File: src/inc/csl_regs.svh
// timing counts and factory network defaults for the config stick loader
// assumes a 25 MHz system clock; power cycling is the reset
`ifndef CSL_REGS_SVH
`define CSL_REGS_SVH
`define CSL_CLK_HZ 32'h017D7840
`define CSL_WINDOW_S 32'h00000003
`define CSL_WINDOW_CYC (`CSL_CLK_HZ * `CSL_WINDOW_S)
`define CSL_SLOW_HALF_CYC 32'h005F5E10
`define CSL_FAST_HALF_CYC 32'h0017D784
`define CSL_DEF_IP 32'hC0A80080
`define CSL_DEF_MASK 32'hFFFFFF00
`define CSL_DEF_GW 32'h00000000
`define CSL_DEF_PORT 16'h01F6
`define CSL_DEF_AUTONEG 1'b1
`endif

File: src/inc/csl_pkg.sv
// types for the config stick loader
// no surroundings assumed
package csl_pkg;
  typedef enum logic [2:0] {
    CSL_WAIT_CFG = 3'h0,
    CSL_LOAD_FLASH = 3'h1,
    CSL_CYCLE_PWR = 3'h2,
    CSL_IDLE_CFG = 3'h3,
    CSL_MATCH_FLASH = 3'h4,
    CSL_MATCH_DONE = 3'h5,
    CSL_MISMATCH = 3'h6,
    CSL_LOCKOUT = 3'h7
  } csl_state_t;
  typedef enum logic [1:0] {
    CSL_OFF = 2'h0,
    CSL_GREEN = 2'h1,
    CSL_RED = 2'h2
  } csl_color_t;
endpackage

File: src/csl_loader.sv
// config stick loader: stick detection, download, compare, lockout, factory restore
// assumes stick sense and compare results are synchronous and valid while stick_present is high
`include "csl_regs.svh"

// Behaviour
// - unconfigured: power green steady, usb green flash
// - configured, no stick: power green, usb red
// - insertion unconfigured: usb fast flash 3 s, steady
// - unconfigured device copies stick contents automatically
// - after download, power green flashes for cycle
// - match: usb green flash 3 s, steady
// - net differs, unlocked: write net after 3 s
// - net differs, locked: enter lockout
// - config or password mismatch: usb flashes red
// - mismatch, no removal in 3 s: lockout
// - after power cycle usb shows stick presence
// - factory restore only after password verified
// - factory network defaults fixed values
module csl_loader #(
  parameter int unsigned WINDOW_CYC = `CSL_WINDOW_CYC,
  parameter int unsigned SLOW_HALF = `CSL_SLOW_HALF_CYC,
  parameter int unsigned FAST_HALF = `CSL_FAST_HALF_CYC
) (
  input wire logic clock,
  input wire logic arst_n,
  input wire logic configured,
  input wire logic stick_present,
  input wire logic stick_locked,
  input wire logic cfg_match,
  input wire logic pwd_match,
  input wire logic net_match,
  input wire logic factory_req,
  input wire logic primary_user_password_ok,
  output logic copy_to_device,
  output logic copy_net_to_stick,
  output logic factory_restore,
  output logic [31:0] def_ip,
  output logic [31:0] def_mask,
  output logic [31:0] def_gw,
  output logic [15:0] def_port,
  output logic def_autoneg,
  output logic lockout,
  output logic [1:0] pwr_led,
  output logic [1:0] usb_led
);
  // ===========================================================
  // state
  typedef struct packed {
    csl_pkg::csl_state_t st;
    logic [31:0] win;
    logic [31:0] blink;
    logic slow;
    logic fast;
    logic copy;
    logic netw;
    logic fac;
    logic net_done;
    logic [1:0] pwr;
    logic [1:0] usb;
    logic started;
  } csl_reg_t;

  csl_reg_t q, d;
  logic win_done;

  assign win_done = (q.win >= WINDOW_CYC - 1);

  // one flash phase of a colour; shared by every flashing indicator
  function automatic logic [1:0] flash_of(input logic on, input logic [1:0] colour);
    return on ? colour : csl_pkg::CSL_OFF;
  endfunction

  // ===========================================================
  // sequencing and indicators
  always_comb begin
    d = q;
    d.copy = 1'b0;
    d.netw = 1'b0;
    d.fac = 1'b0;
    // free-running blink dividers; fast toggles at a quarter of the slow period
    d.blink = q.blink + 32'h1;
    if (q.blink % FAST_HALF == FAST_HALF - 1) begin
      d.fast = ~q.fast;
    end
    if (q.blink >= SLOW_HALF - 1) begin
      d.blink = 32'h0;
      d.slow = ~q.slow;
    end
    d.win = win_done ? q.win : q.win + 32'h1;
    // restore needs the password check in the same cycle as the request
    if (factory_req && primary_user_password_ok) begin
      d.fac = 1'b1;
    end
    unique case (q.st)
      csl_pkg::CSL_WAIT_CFG: begin
        if (stick_present) begin
          d.st = csl_pkg::CSL_LOAD_FLASH;
          d.win = 32'h0;
        end
      end
      csl_pkg::CSL_LOAD_FLASH: begin
        // a stick pulled mid-flash leaves nothing valid to copy, so wait again
        if (!stick_present) begin
          d.st = csl_pkg::CSL_WAIT_CFG;
        end else if (win_done) begin
          d.st = csl_pkg::CSL_CYCLE_PWR;
          d.copy = 1'b1;
        end
      end
      csl_pkg::CSL_CYCLE_PWR: begin
        // stays until power is cycled, stick events ignored
        d.st = csl_pkg::CSL_CYCLE_PWR;
      end
      csl_pkg::CSL_IDLE_CFG: begin
        if (stick_present) begin
          d.win = 32'h0;
          d.st = (cfg_match && pwd_match) ? csl_pkg::CSL_MATCH_FLASH : csl_pkg::CSL_MISMATCH;
        end
      end
      csl_pkg::CSL_MATCH_FLASH: begin
        // compare lines mean nothing once the stick is gone; never act on them
        if (!stick_present) begin
          d.st = csl_pkg::CSL_IDLE_CFG;
        end else if (win_done) begin
          d.st = csl_pkg::CSL_MATCH_DONE;
          if (!net_match && stick_locked) begin
            d.st = csl_pkg::CSL_LOCKOUT;
          end else if (!net_match) begin
            d.netw = 1'b1;
          end
        end
      end
      csl_pkg::CSL_MATCH_DONE: begin
        if (!stick_present) begin
          d.st = csl_pkg::CSL_IDLE_CFG;
        end
      end
      csl_pkg::CSL_MISMATCH: begin
        if (!stick_present) begin
          d.st = csl_pkg::CSL_IDLE_CFG;
        end else if (win_done) begin
          d.st = csl_pkg::CSL_LOCKOUT;
        end
      end
      csl_pkg::CSL_LOCKOUT: begin
        d.st = csl_pkg::CSL_LOCKOUT;
      end
    endcase
    // indicator colours
    d.pwr = csl_pkg::CSL_GREEN;
    d.usb = stick_present ? csl_pkg::CSL_GREEN : csl_pkg::CSL_RED;
    unique case (d.st)
      csl_pkg::CSL_WAIT_CFG: d.usb = flash_of(d.slow, csl_pkg::CSL_GREEN);
      csl_pkg::CSL_LOAD_FLASH: d.usb = flash_of(d.fast, csl_pkg::CSL_GREEN);
      csl_pkg::CSL_CYCLE_PWR: begin
        d.usb = csl_pkg::CSL_GREEN;
        d.pwr = flash_of(d.slow, csl_pkg::CSL_GREEN);
      end
      csl_pkg::CSL_IDLE_CFG: ; // usb follows stick presence, set above
      csl_pkg::CSL_MATCH_FLASH: d.usb = flash_of(d.slow, csl_pkg::CSL_GREEN);
      csl_pkg::CSL_MATCH_DONE: d.usb = csl_pkg::CSL_GREEN;
      csl_pkg::CSL_MISMATCH: d.usb = flash_of(d.slow, csl_pkg::CSL_RED);
      csl_pkg::CSL_LOCKOUT: begin
        d.usb = flash_of(d.slow, csl_pkg::CSL_RED);
        d.pwr = d.usb;
      end
    endcase
    // first edge after release: the start state follows the configured level
    if (!q.started) begin
      d = '0;
      d.started = 1'b1;
      d.st = configured ? csl_pkg::CSL_IDLE_CFG : csl_pkg::CSL_WAIT_CFG;
      d.win = WINDOW_CYC;
      d.pwr = csl_pkg::CSL_GREEN;
    end
  end

  // ===========================================================
  // register; power cycling clears everything, the start state is loaded one edge later
  always_ff @(posedge clock or negedge arst_n) begin
    if (!arst_n) begin
      q <= '0;
    end else begin
      q <= d;
    end
  end

  assign copy_to_device = q.copy;
  assign copy_net_to_stick = q.netw;
  assign factory_restore = q.fac;
  assign lockout = (q.st == csl_pkg::CSL_LOCKOUT);
  assign pwr_led = q.pwr;
  assign usb_led = q.usb;
  // factory defaults, active after the next power cycle
  assign def_ip = `CSL_DEF_IP;
  assign def_mask = `CSL_DEF_MASK;
  assign def_gw = `CSL_DEF_GW;
  assign def_port = `CSL_DEF_PORT;
  assign def_autoneg = `CSL_DEF_AUTONEG;

  // ===========================================================
  // checks
  a_restore_pwd: assert property (@(posedge clock) disable iff (!arst_n)
    factory_restore |-> ($past(primary_user_password_ok) && $past(factory_req)))
    else $error("restore without password");
  a_lock_stays: assert property (@(posedge clock) disable iff (!arst_n)
    lockout |=> lockout) else $error("lockout left");
  a_copy_once: assert property (@(posedge clock) disable iff (!arst_n)
    copy_to_device |=> !copy_to_device [*8]) else $error("copy repeated");
  a_lock_leds: assert property (@(posedge clock) disable iff (!arst_n)
    lockout |=> (usb_led != csl_pkg::CSL_GREEN && pwr_led != csl_pkg::CSL_GREEN)) else $error("lock led");
  a_lock_pair: assert property (@(posedge clock) disable iff (!arst_n)
    lockout |-> pwr_led == usb_led) else $error("lock leds not flashing together");
  a_nostick_red: assert property (@(posedge clock) disable iff (!arst_n)
    (q.st == csl_pkg::CSL_IDLE_CFG && !stick_present && q.started) |=> usb_led == csl_pkg::CSL_RED)
    else $error("usb not red");
  a_net_locked: assert property (@(posedge clock) disable iff (!arst_n)
    copy_net_to_stick |-> !$past(stick_locked)) else $error("locked stick written");
  a_mis_red: assert property (@(posedge clock) disable iff (!arst_n)
    q.st == csl_pkg::CSL_MISMATCH |-> usb_led != csl_pkg::CSL_GREEN) else $error("mismatch green");
  a_wait_pwr: assert property (@(posedge clock) disable iff (!arst_n)
    (q.started && q.st == csl_pkg::CSL_WAIT_CFG) |-> pwr_led == csl_pkg::CSL_GREEN)
    else $error("power not green");
  a_load_steady: assert property (@(posedge clock) disable iff (!arst_n)
    q.st == csl_pkg::CSL_CYCLE_PWR |-> usb_led == csl_pkg::CSL_GREEN) else $error("usb not steady after load");
  a_match_steady: assert property (@(posedge clock) disable iff (!arst_n)
    q.st == csl_pkg::CSL_MATCH_DONE |-> usb_led == csl_pkg::CSL_GREEN) else $error("usb not steady after match");
  c_download: cover property (@(posedge clock) disable iff (!arst_n) copy_to_device);
  c_lockout: cover property (@(posedge clock) disable iff (!arst_n) $rose(lockout));
  c_netw: cover property (@(posedge clock) disable iff (!arst_n) copy_net_to_stick);
  c_early_pull: cover property (@(posedge clock) disable iff (!arst_n)
    q.st == csl_pkg::CSL_MISMATCH && !stick_present);
endmodule

File: config.mk
export PLATFORM = sky130hd
export DESIGN_NAME = csl_loader
export DESIGN_NICKNAME = d
export VERILOG_FILES = /design/src/inc/csl_pkg.sv /design/src/csl_loader.sv
export VERILOG_INCLUDE_DIRS = /design/src /design/src/inc
export SDC_FILE = /design/constraint.sdc
export NUM_CORES = 1
export LEC_CHECK = 0
export BUFFER_PORTS_ARGS = -buffer_cell sky130_fd_sc_hd__buf_2
export CELL_PAD_IN_SITES_DETAIL_PLACEMENT = 0
export CELL_PAD_IN_SITES_GLOBAL_PLACEMENT = 2
export CORE_MARGIN = 4
export CORE_UTILIZATION = 35
export CTS_BUF_LIST = sky130_fd_sc_hd__clkbuf_16
export CTS_CLUSTER_DIAMETER = 30
export DETAILED_ROUTE_END_ITERATION = 10
export GPL_TIMING_DRIVEN = 0
export HOLD_SLACK_MARGIN = 0.02
export PLACE_DENSITY = 0.79
export RECOVER_POWER = 25
export SYNTH_ARGS = -nofsm -noshare
export SYNTH_HDL_FRONTEND = slang
export SYNTH_SLANG_ARGS = --single-unit
File: constraint.sdc
create_clock -name clock -period 34.7 [get_ports clock]
set_clock_uncertainty 0.05 [all_clocks]
set_input_delay 1.735 -clock clock [delete_from_list [all_inputs] [get_ports clock]]
set_output_delay 1.735 -clock clock [all_outputs]
set_load 0.05 [all_outputs]
==> impl_metrics.ini, run 1 <==
[final_layout]
antenna_cells = 0
nNetsFinal = 1943
drive_above_1_share_pct = 15.97
final_area_um2 = 14680
syn2layout_area_growth_pct = 11.30
fin_cells = 2439
final_common_cell = nor2_1
mostFrequentLayoutCells = 183 x nor2_1, 148 x nand2_1, 127 x buf_4, 123 x conb_1, 100 x xnor2_1

[yosys]
synth_flop_cell = dfrtp_1
yosysWarnings = 0
synth_cell_types = 133
synthArstFlopShare_pct = 100.0
post_synth.cell_area_avg_um2 = 7.406
syn-cell-area_um2 = 13190
syn_inst = 1781
synth_edf_count = 0
seq_area_frac_synth_pct = 14.61
synth_seq_cells = 77

[hold_path]
hp-class = flop to flop
holdCritStartpoint = q[70]
hold_end = q[70]
whs_path_depth = 1

[drt]
drt_iter0_drc = 896
drcViolationCount = 0
ant_nets = 0
num_vias = 13294
avgRoutedWirePerCell_um = 16.50
routed_via_density = 5.451
drt-total-wl_um = 40240
firstDrtPassIters = 5

[timing]
fmax_mhz = 59.40
finalSetupTns_ns = 0
final.min_clock_period_ns = 16.83
grt_setup_unrepaired = false
slew_viol_final = 64
finalSetupViolations = 0
tightest_slew_ns = 3.354
slew_headroom_pct = -123.6
finalHoldViolations = 0
period_share_pct = 48.51

[global_route]
grt-busiest-layer = met2
grt_overflow = 0
grt_max_degree = 64
grt_use_met1_pct = 27.61
grt_use_met2_pct = 31.79
grt_pass1_vias = 12438
grt_use_total_pct = 18.90
grt_pass1_wl_um = 66580
antenna_found_initial = 0
grt_use_met3_pct = 1.203

[cts]
cts_buffers = 9
clockBufferDepth = 2
post_cts_buffers = 0
clkLatencyLatePin_ns = 0.34
cts-root-buf = clkbuf_16
post_cts_resized = 0
clkTransAtPathRegs_ns = 0.06
cts_sinks = 77
ctsHoldBuffers = 0
cts_tree = built
htree_levels = 3

[setup_path]
cp-end-kind = flop
slowest_stage = o2111ai_1
crit_required_ns = 34.87
path_delay_family = compound AO/OA/AOI/OAI gates
worst_setup_path_start_kind = flop
r2r_start = q[27]
r2r_cells = 54
cp_max_fo = 10
max_stage_delay_ns = 0.65
reg2reg_to = usb_led[0]
r2r_slack_ns = 17.87
path_buf_inv = 6
cp_common_cell = a21oi_1
worstPathArrival_ns = 17.00
critPathKind = flop to flop

[status]
status = finished with violations
violations = max-capacitance violations, max-slew violations

[floorplanning]
die_w_um = 202.1
design.core.area_um2 = 36870
dieHeight_um = 202.1
row_count = 70
start_util_pct = 35.77
ios = 131
die_area_um2 = 40860

[placed_design]
port_buffers = 16
dp_cells = 2423
place_area_um2 = 14390
hpwl_um = 32570
globalplace.congestion = 0.8432

[job]
drv_cap = 1
[cell usage after synthesis (25+ instances only)]
| cell | n | area, um^2 |
|---|---|---|
| xnor2_1 | 100 | 875.8 |
| nor2_1 | 183 | 686.9 |
| clkbuf_1 | 32 | 120.1 |
| nor3_1 | 57 | 285.3 |
| dfrtp_1 | 77 | 1927 |
| nand3_1 | 79 | 395.4 |
| nand2_1 | 148 | 555.5 |
| a21oi_1 | 87 | 435.4 |
| or3_1 | 27 | 168.9 |
| inv_1 | 26 | 97.59 |
| buf_4 | 127 | 953.4 |
| nor4_1 | 26 | 162.7 |
| o21ai_0 | 74 | 370.4 |
| buf_2 | 25 | 125.1 |
| and3_1 | 38 | 237.7 |
| and2_1 | 29 | 181.4 |
| o211ai_1 | 26 | 195.2 |
| xor2_1 | 57 | 499.2 |
[how the worst max path moves through the flow]
| stage | to | start | cells after the start | slack [ns] |
|---|---|---|---|---|
| floorplan | usb_led[0] | q[26] | 54 | 21.03 |
| global route | usb_led[0] | q[24] | 54 | 16.54 |
| global placement | usb_led[0] | q[24] | 55 | 18.13 |
| detailed placement | usb_led[0] | q[27] | 55 | 18.12 |
| CTS | usb_led[0] | q[27] | 55 | 18.04 |
| finish | usb_led[0] | q[27] | 54 | 17.87 |
[per-stage QoR]
step	hold WS [ns]	utilization [%]	worst slack, ns
final	0.4323	39.81	17.87
after global routing	0.4415	39.81	16.54
after CTS	0.4323	39.89	18.04
after detailed placement	0.4120	39.01	18.12
after global placement	0.4122	38.93	18.13
after floorplan	0.3937	-	21.03
[metal layers]
layer | vias up | routed length [um]
li1 | 6719 | -
met1 | 6310 | 19870
met5 | - | 0
met4 | 0 | 176
met3 | 11 | 1407
met2 | 254 | 18790
[cells by family after synthesis]
group	after synthesis	share of synthesized area (%)
buffers and inverters	227	10.55
AOI/OAI and AO/OA	516	30.47
and+or+nand+nor	752	29.78
muxes	37	2.979
xor gates and xnor gates	159	10.67
other	2	0.05694
DFF	77	14.61
adders and majority gates	11	0.8917
[area by class of cell]
cell class | instances | area [um^2]
buffer | 200 | 1290
clock buffer | 9 | 225.2
clock inverter | 7 | 97.59
fill | 3912 | 22190
inverter | 27 | 101.3
multi-input combinational | 1598 | 10330
sequential | 77 | 1927
tap | 504 | 630.6
timing repair buffer | 17 | 82.58
[flip-flops by register name, indices dropped and copies added (netlist names)]
name               flops
q                     70
pwr_led                2
usb_led                2
copy_net_to_stick      1
copy_to_device         1
factory_restore        1
Power of run 1 is not shown: default switching activity piles up to over one toggle a cycle in this logic, so the estimate is an artifact.
==> run 2, diff against run 1 <==
- CORE_UTILIZATION: 35 -> 32
- PLACE_DENSITY: 0.79 -> 0.76
- clock period: 34.7 -> 13.9 ns (I/O delays scaled with it)
==> run 2 against run 1 <==
The run ends with max-capacitance violations, max-slew violations, negative setup slack left; hold slack lost 0.0018 ns; flip-flop and latch count is the same; setup slack lost 18 ns; non-clock buffer count grew 217.
==> impl_metrics.ini, run 2 (synthesis results as in run 1) <==
[final_layout]
fin_cells = 2685
top_register = q
seq_area_um2 = 1933
final_common_cell = buf_4
nNetsFinal = 2160
nFillCells = 4112
final_area_um2 = 18480
largest_reg_flops = 70
drive_above_1_share_pct = 35.73
syn2layout_area_growth_pct = 40.08
mostFrequentLayoutCells = 333 x buf_4, 171 x nor2_1, 141 x nand2_1, 123 x conb_1, 84 x xnor2_1
multi_input_area_um2 = 12270

[placed_design]
globalplace.congestion = 0.8172
place_area_um2 = 14420
port_buffers = 16
hpwl_um = 32980
dp_cells = 2451
post-place-ws_ns = -2.767

[floorplanning]
start_util_pct = 32.30
design.core.area_um2 = 40830
die_area_um2 = 44530
dieHeight_um = 211.0
row_count = 74
die_w_um = 211.0
ios = 131

[global_route]
grt_overflow = 0
antenna_found_initial = 1
grt_pass1_wl_um = 71880
grt_max_degree = 44
grt_use_total_pct = 18.99
grt_pass1_vias = 13596

[drt]
routed_via_density = 5.368
drt-total-wl_um = 45240
avgRoutedWirePerCell_um = 16.85
ant_nets = 0
firstDrtPassIters = 5
num_vias = 14413
drt_iter0_drc = 915
drcViolationCount = 0

[cts]
cts_buffers = 9
cts_sinks = 77
cts-root-buf = clkbuf_16
cts_tree = built
clkTransAtPathRegs_ns = 0.06
htree_levels = 3
clkLatencyLatePin_ns = 0.34
clockBufferDepth = 2

[setup_path]
path_buf_inv = 9
crit_required_ns = 14.07
worst_setup_path_start_kind = flop
cp-end-kind = flop
cp_common_cell = buf_6
critPathKind = flop to flop
worstPathArrival_ns = 14.43
cp_max_fo = 10
slowest_stage = or4_4
max_stage_delay_ns = 0.58
path_delay_family = compound AO/OA/AOI/OAI gates

[timing]
slew_headroom_pct = -54.17
finalSetupViolations = 2
timing.hold.ws_ns = 0.4305
fin_ws_ns = -0.3590
fmax_mhz = 70.13
slew_viol_final = 80
final.min_clock_period_ns = 14.26
tightest_slew_ns = 2.313
period_share_pct = 102.6
grt_setup_unrepaired = true
finalHoldViolations = 0

[job]
drv_cap = 2

[status]
status = finished with violations
violations = max-capacitance violations, max-slew violations, negative setup slack

[hold_path]
hp-class = flop to flop
==> run 2: layout make-up <==
class                      count  area share [%]
inverter                      27          0.5485
antenna                        1         0.01354
clock inverter                 7          0.2776
buffer                       185           7.043
clock buffer                   9           1.219
sequential                    77           10.46
multi-input combinational   1598           66.42
timing repair buffer         249           10.41
tap                          532           3.603
==> run 2: worst register-to-register path: cells and delay by family, from the launching register on <==
kind,cells,cell delay (ns)
xor+xnor,2,0.35
flops,1,0.37
compound gates,29,7.08
buf+inv,9,1.47
simple gates,14,4.40
mux,2,0.41
==> run 2: timing repair <==
item | CTS | global route
resized for setup | 264 | 169
gates cloned | 4 | 0
buffers inserted | 153 | 78
pin swaps | 119 | 110
endpoints found under the setup margin | 2 | 2
hold buffers | 0 | 0
==> run 2: layer usage <==
layer / GRT usage (%) / routed length (um) / vias to the layer above
li1: - / - / 7118
met1: 27.27 / 21410 / 6983
met2: 31.81 / 21910 / 265
met3: 1.381 / 1353 / 47
met4: 3.286 / 570 / 0
met5: 0 / 0 / -
==> run 2: final timing paths <==
path | from | endpoint | slack [ns] | cells after the start
hold / removal | q[70] | q[70] | 0.43 | 1
setup / recovery | q[34] | usb_led[0] | -0.36 | 56
setup reg to reg | q[34] | usb_led[0] | -0.36 | 56
max in group asynchronous | arst_n | q[19] | 9.85 | 2
hold reg to reg | q[70] | q[70] | 0.43 | 1
min in group asynchronous | arst_n | pwr_led[0] | 0.82 | 1
==> run 2: through the flow <==
step           TNS, ns  util, %
2_1_floorplan        0        -
6_report       -0.6892    45.25
5_1_grt         -1.615    45.24
3_3_place_gp    -5.569    35.24
3_5_place_dp    -5.505    35.32
4_1_cts        -0.7194    42.14
Power of run 2 is left out for the same reason.
==> run 3, diff against run 2 <==
--- a/config.mk
+++ b/config.mk
@@ -7,7 +7,8 @@
 export NUM_CORES = 1
 export LEC_CHECK = 0
-export BUFFER_PORTS_ARGS = -buffer_cell sky130_fd_sc_hd__buf_2
+export BUFFER_PORTS_ARGS = -buffer_cell sky130_fd_sc_hd__clkbuf_2
 export CELL_PAD_IN_SITES_DETAIL_PLACEMENT = 0
 export CELL_PAD_IN_SITES_GLOBAL_PLACEMENT = 2
+export CORE_ASPECT_RATIO = 1.4
 export CORE_MARGIN = 4
 export CORE_UTILIZATION = 32
==> constraint.sdc (replaced) <==
create_clock -name clock -period 13.9 [get_ports clock]
set_clock_uncertainty 0.05 [all_clocks]
set_input_delay 1.39 -clock clock [delete_from_list [all_inputs] [get_ports clock]]
set_output_delay 1.39 -clock clock [all_outputs]
set_load 0.05 [all_outputs]
==> run 3 against run 2 <==
The flow still finishes with violations (max-capacitance violations, max-slew violations, negative setup slack); global-route usage increased by 0.25 points; maximum frequency hardly changed; register-to-register slack about the same; first-iteration DRC count shrank 30%; critical path depth rose by 1; wire length up 3.2%; critical path type unchanged; critical endpoint unchanged.
==> impl_metrics.ini, run 3 (synthesis results as in run 1) <==
[setup_path]
slowest_stage = or4_1
crit_required_ns = 14.07
worstPathArrival_ns = 14.44
cp_common_cell = buf_6
cp_max_fo = 8
cp-end-kind = flop
max_stage_delay_ns = 0.59
critPathKind = flop to flop
worst_setup_path_start_kind = flop

[floorplanning]
row_count = 87
ios = 131
start_util_pct = 32.57
die_area_um2 = 44580
design.core.area_um2 = 40490
die_w_um = 179.6
dieHeight_um = 248.2

[placed_design]
dp_cells = 2453
hpwl_um = 33980
port_buffers = 16
globalplace.congestion = 0.8626

[timing]
slew_viol_final = 61
period_share_pct = 102.7
slew_headroom_pct = -112.7
fmax_mhz = 70.07
grt_setup_unrepaired = true
finalSetupViolations = 2
tightest_slew_ns = 3.191
fin_ws_ns = -0.3715
final.min_clock_period_ns = 14.27
finalHoldViolations = 0

[final_layout]
mostFrequentLayoutCells = 352 x buf_4, 173 x nor2_1, 142 x nand2_1, 123 x conb_1, 84 x xnor2_1
fin_cells = 2717
top_register = q
nFillCells = 4059
drive_above_1_share_pct = 36.46
antenna_cells = 0
final_common_cell = buf_4
nNetsFinal = 2191
largest_reg_flops = 70
syn2layout_area_growth_pct = 42.43

[job]
drv_cap = 1

[drt]
firstDrtPassIters = 5
ant_nets = 0
num_vias = 14683
drcViolationCount = 0
routed_via_density = 5.404
drt-total-wl_um = 46680
avgRoutedWirePerCell_um = 17.18
drt_iter0_drc = 644

[cts]
cts_sinks = 77
clkTransAtPathRegs_ns = 0.06
htree_levels = 3
clockBufferDepth = 2
cts-root-buf = clkbuf_16
cts_buffers = 9
clkLatencyLatePin_ns = 0.34
cts_tree = built

[global_route]
grt_overflow = 0
grt_pass1_vias = 14364
grt_max_degree = 61
grt_use_total_pct = 19.24
antenna_found_initial = 0
grt_pass1_wl_um = 73410

[hold_path]
hp-class = flop to flop

[status]
violations = max-capacitance violations, max-slew violations, negative setup slack
status = finished with violations
-- run 3: changes by cell type in the layout (fill, tap and decap cells not counted), moves of 4 or more --
cell / change
buf_12: +4
buf_2: -14
buf_4: +19
buf_6: +10
clkbuf_2: +15
nand3_2: +4
nand3_4: -4
o21ai_1: -5
o21ai_2: +4
or3_1: -4
or3_4: +4
-- run 3: cell type report --
| type | count | area (um^2) | area share [%] |
|---|---|---|---|
| Tap cell | 534 | 668.1 | 3.556 |
| Clock buffer | 9 | 225.2 | 1.199 |
| Buffer | 189 | 1345 | 7.159 |
| Timing Repair Buffer | 276 | 2183 | 11.62 |
| Clock inverter | 7 | 88.84 | 0.4729 |
| Inverter | 27 | 101.3 | 0.5395 |
| Multi-Input combinational cell | 1598 | 12250 | 65.18 |
| Sequential cell | 77 | 1929 | 10.27 |
-- run 3: per-stage QoR --
| step | util (%) | setup slack, ns | hold slack [ns] | TNS, ns | instance area [um^2] |
|---|---|---|---|---|---|
| finish | 46.39 | -0.3715 | 0.4291 | -0.7218 | 18790 |
| floorplan | - | 0.2330 | 0.3937 | 0 | 13640 |
| CTS | 43.49 | -0.3450 | 0.4310 | -0.6621 | 17610 |
| detailed placement | 35.62 | -2.817 | 0.4131 | -5.612 | 14420 |
| global placement | 35.54 | -2.914 | 0.4112 | -5.795 | 14390 |
| global route | 46.39 | -0.8996 | 0.4491 | -1.773 | 18790 |
-- run 3: final timing paths --
path / start / endpoint / slack, ns / cells after the start
worst max-delay path: q[40] / usb_led[0] / -0.37 / 57
worst min-delay path: q[72] / q[72] / 0.43 / 1
worst max register to register: q[40] / usb_led[0] / -0.37 / 57
worst min register to register: q[72] / q[72] / 0.43 / 1
max in group asynchronous: arst_n / q[19] / 8.86 / 2
min in group asynchronous: arst_n / q[47] / 1.15 / 1
-- run 3: worst max-delay path: cells and delay by family, from the launching register on --
family,cells,cell delay [ns]
mux,1,0.11
simple gates,15,4.22
buf+inv,9,1.42
compound gates,30,7.43
xor+xnor,2,0.32
flops,1,0.57
-- run 3: layer usage --
metal / GRT usage, % / share of wire, %
met3: 0.9787 / 2.0
met2: 38.21 / 54
met5: 0 / 0
met4: 6.457 / 3.2
met1: 21.84 / 41
-- run 3: timing repair --
| action | CTS | global route |
|---|---|---|
| hold buffers | 0 | 0 |
| endpoints found under the setup margin | 2 | 2 |
| resized for setup | 299 | 136 |
| endpoints found under the hold margin | 0 | 0 |
| pin swaps | 130 | 109 |
| gates cloned | 3 | 1 |
| buffers inserted | 176 | 82 |
Power of run 3 is left out for the same reason.
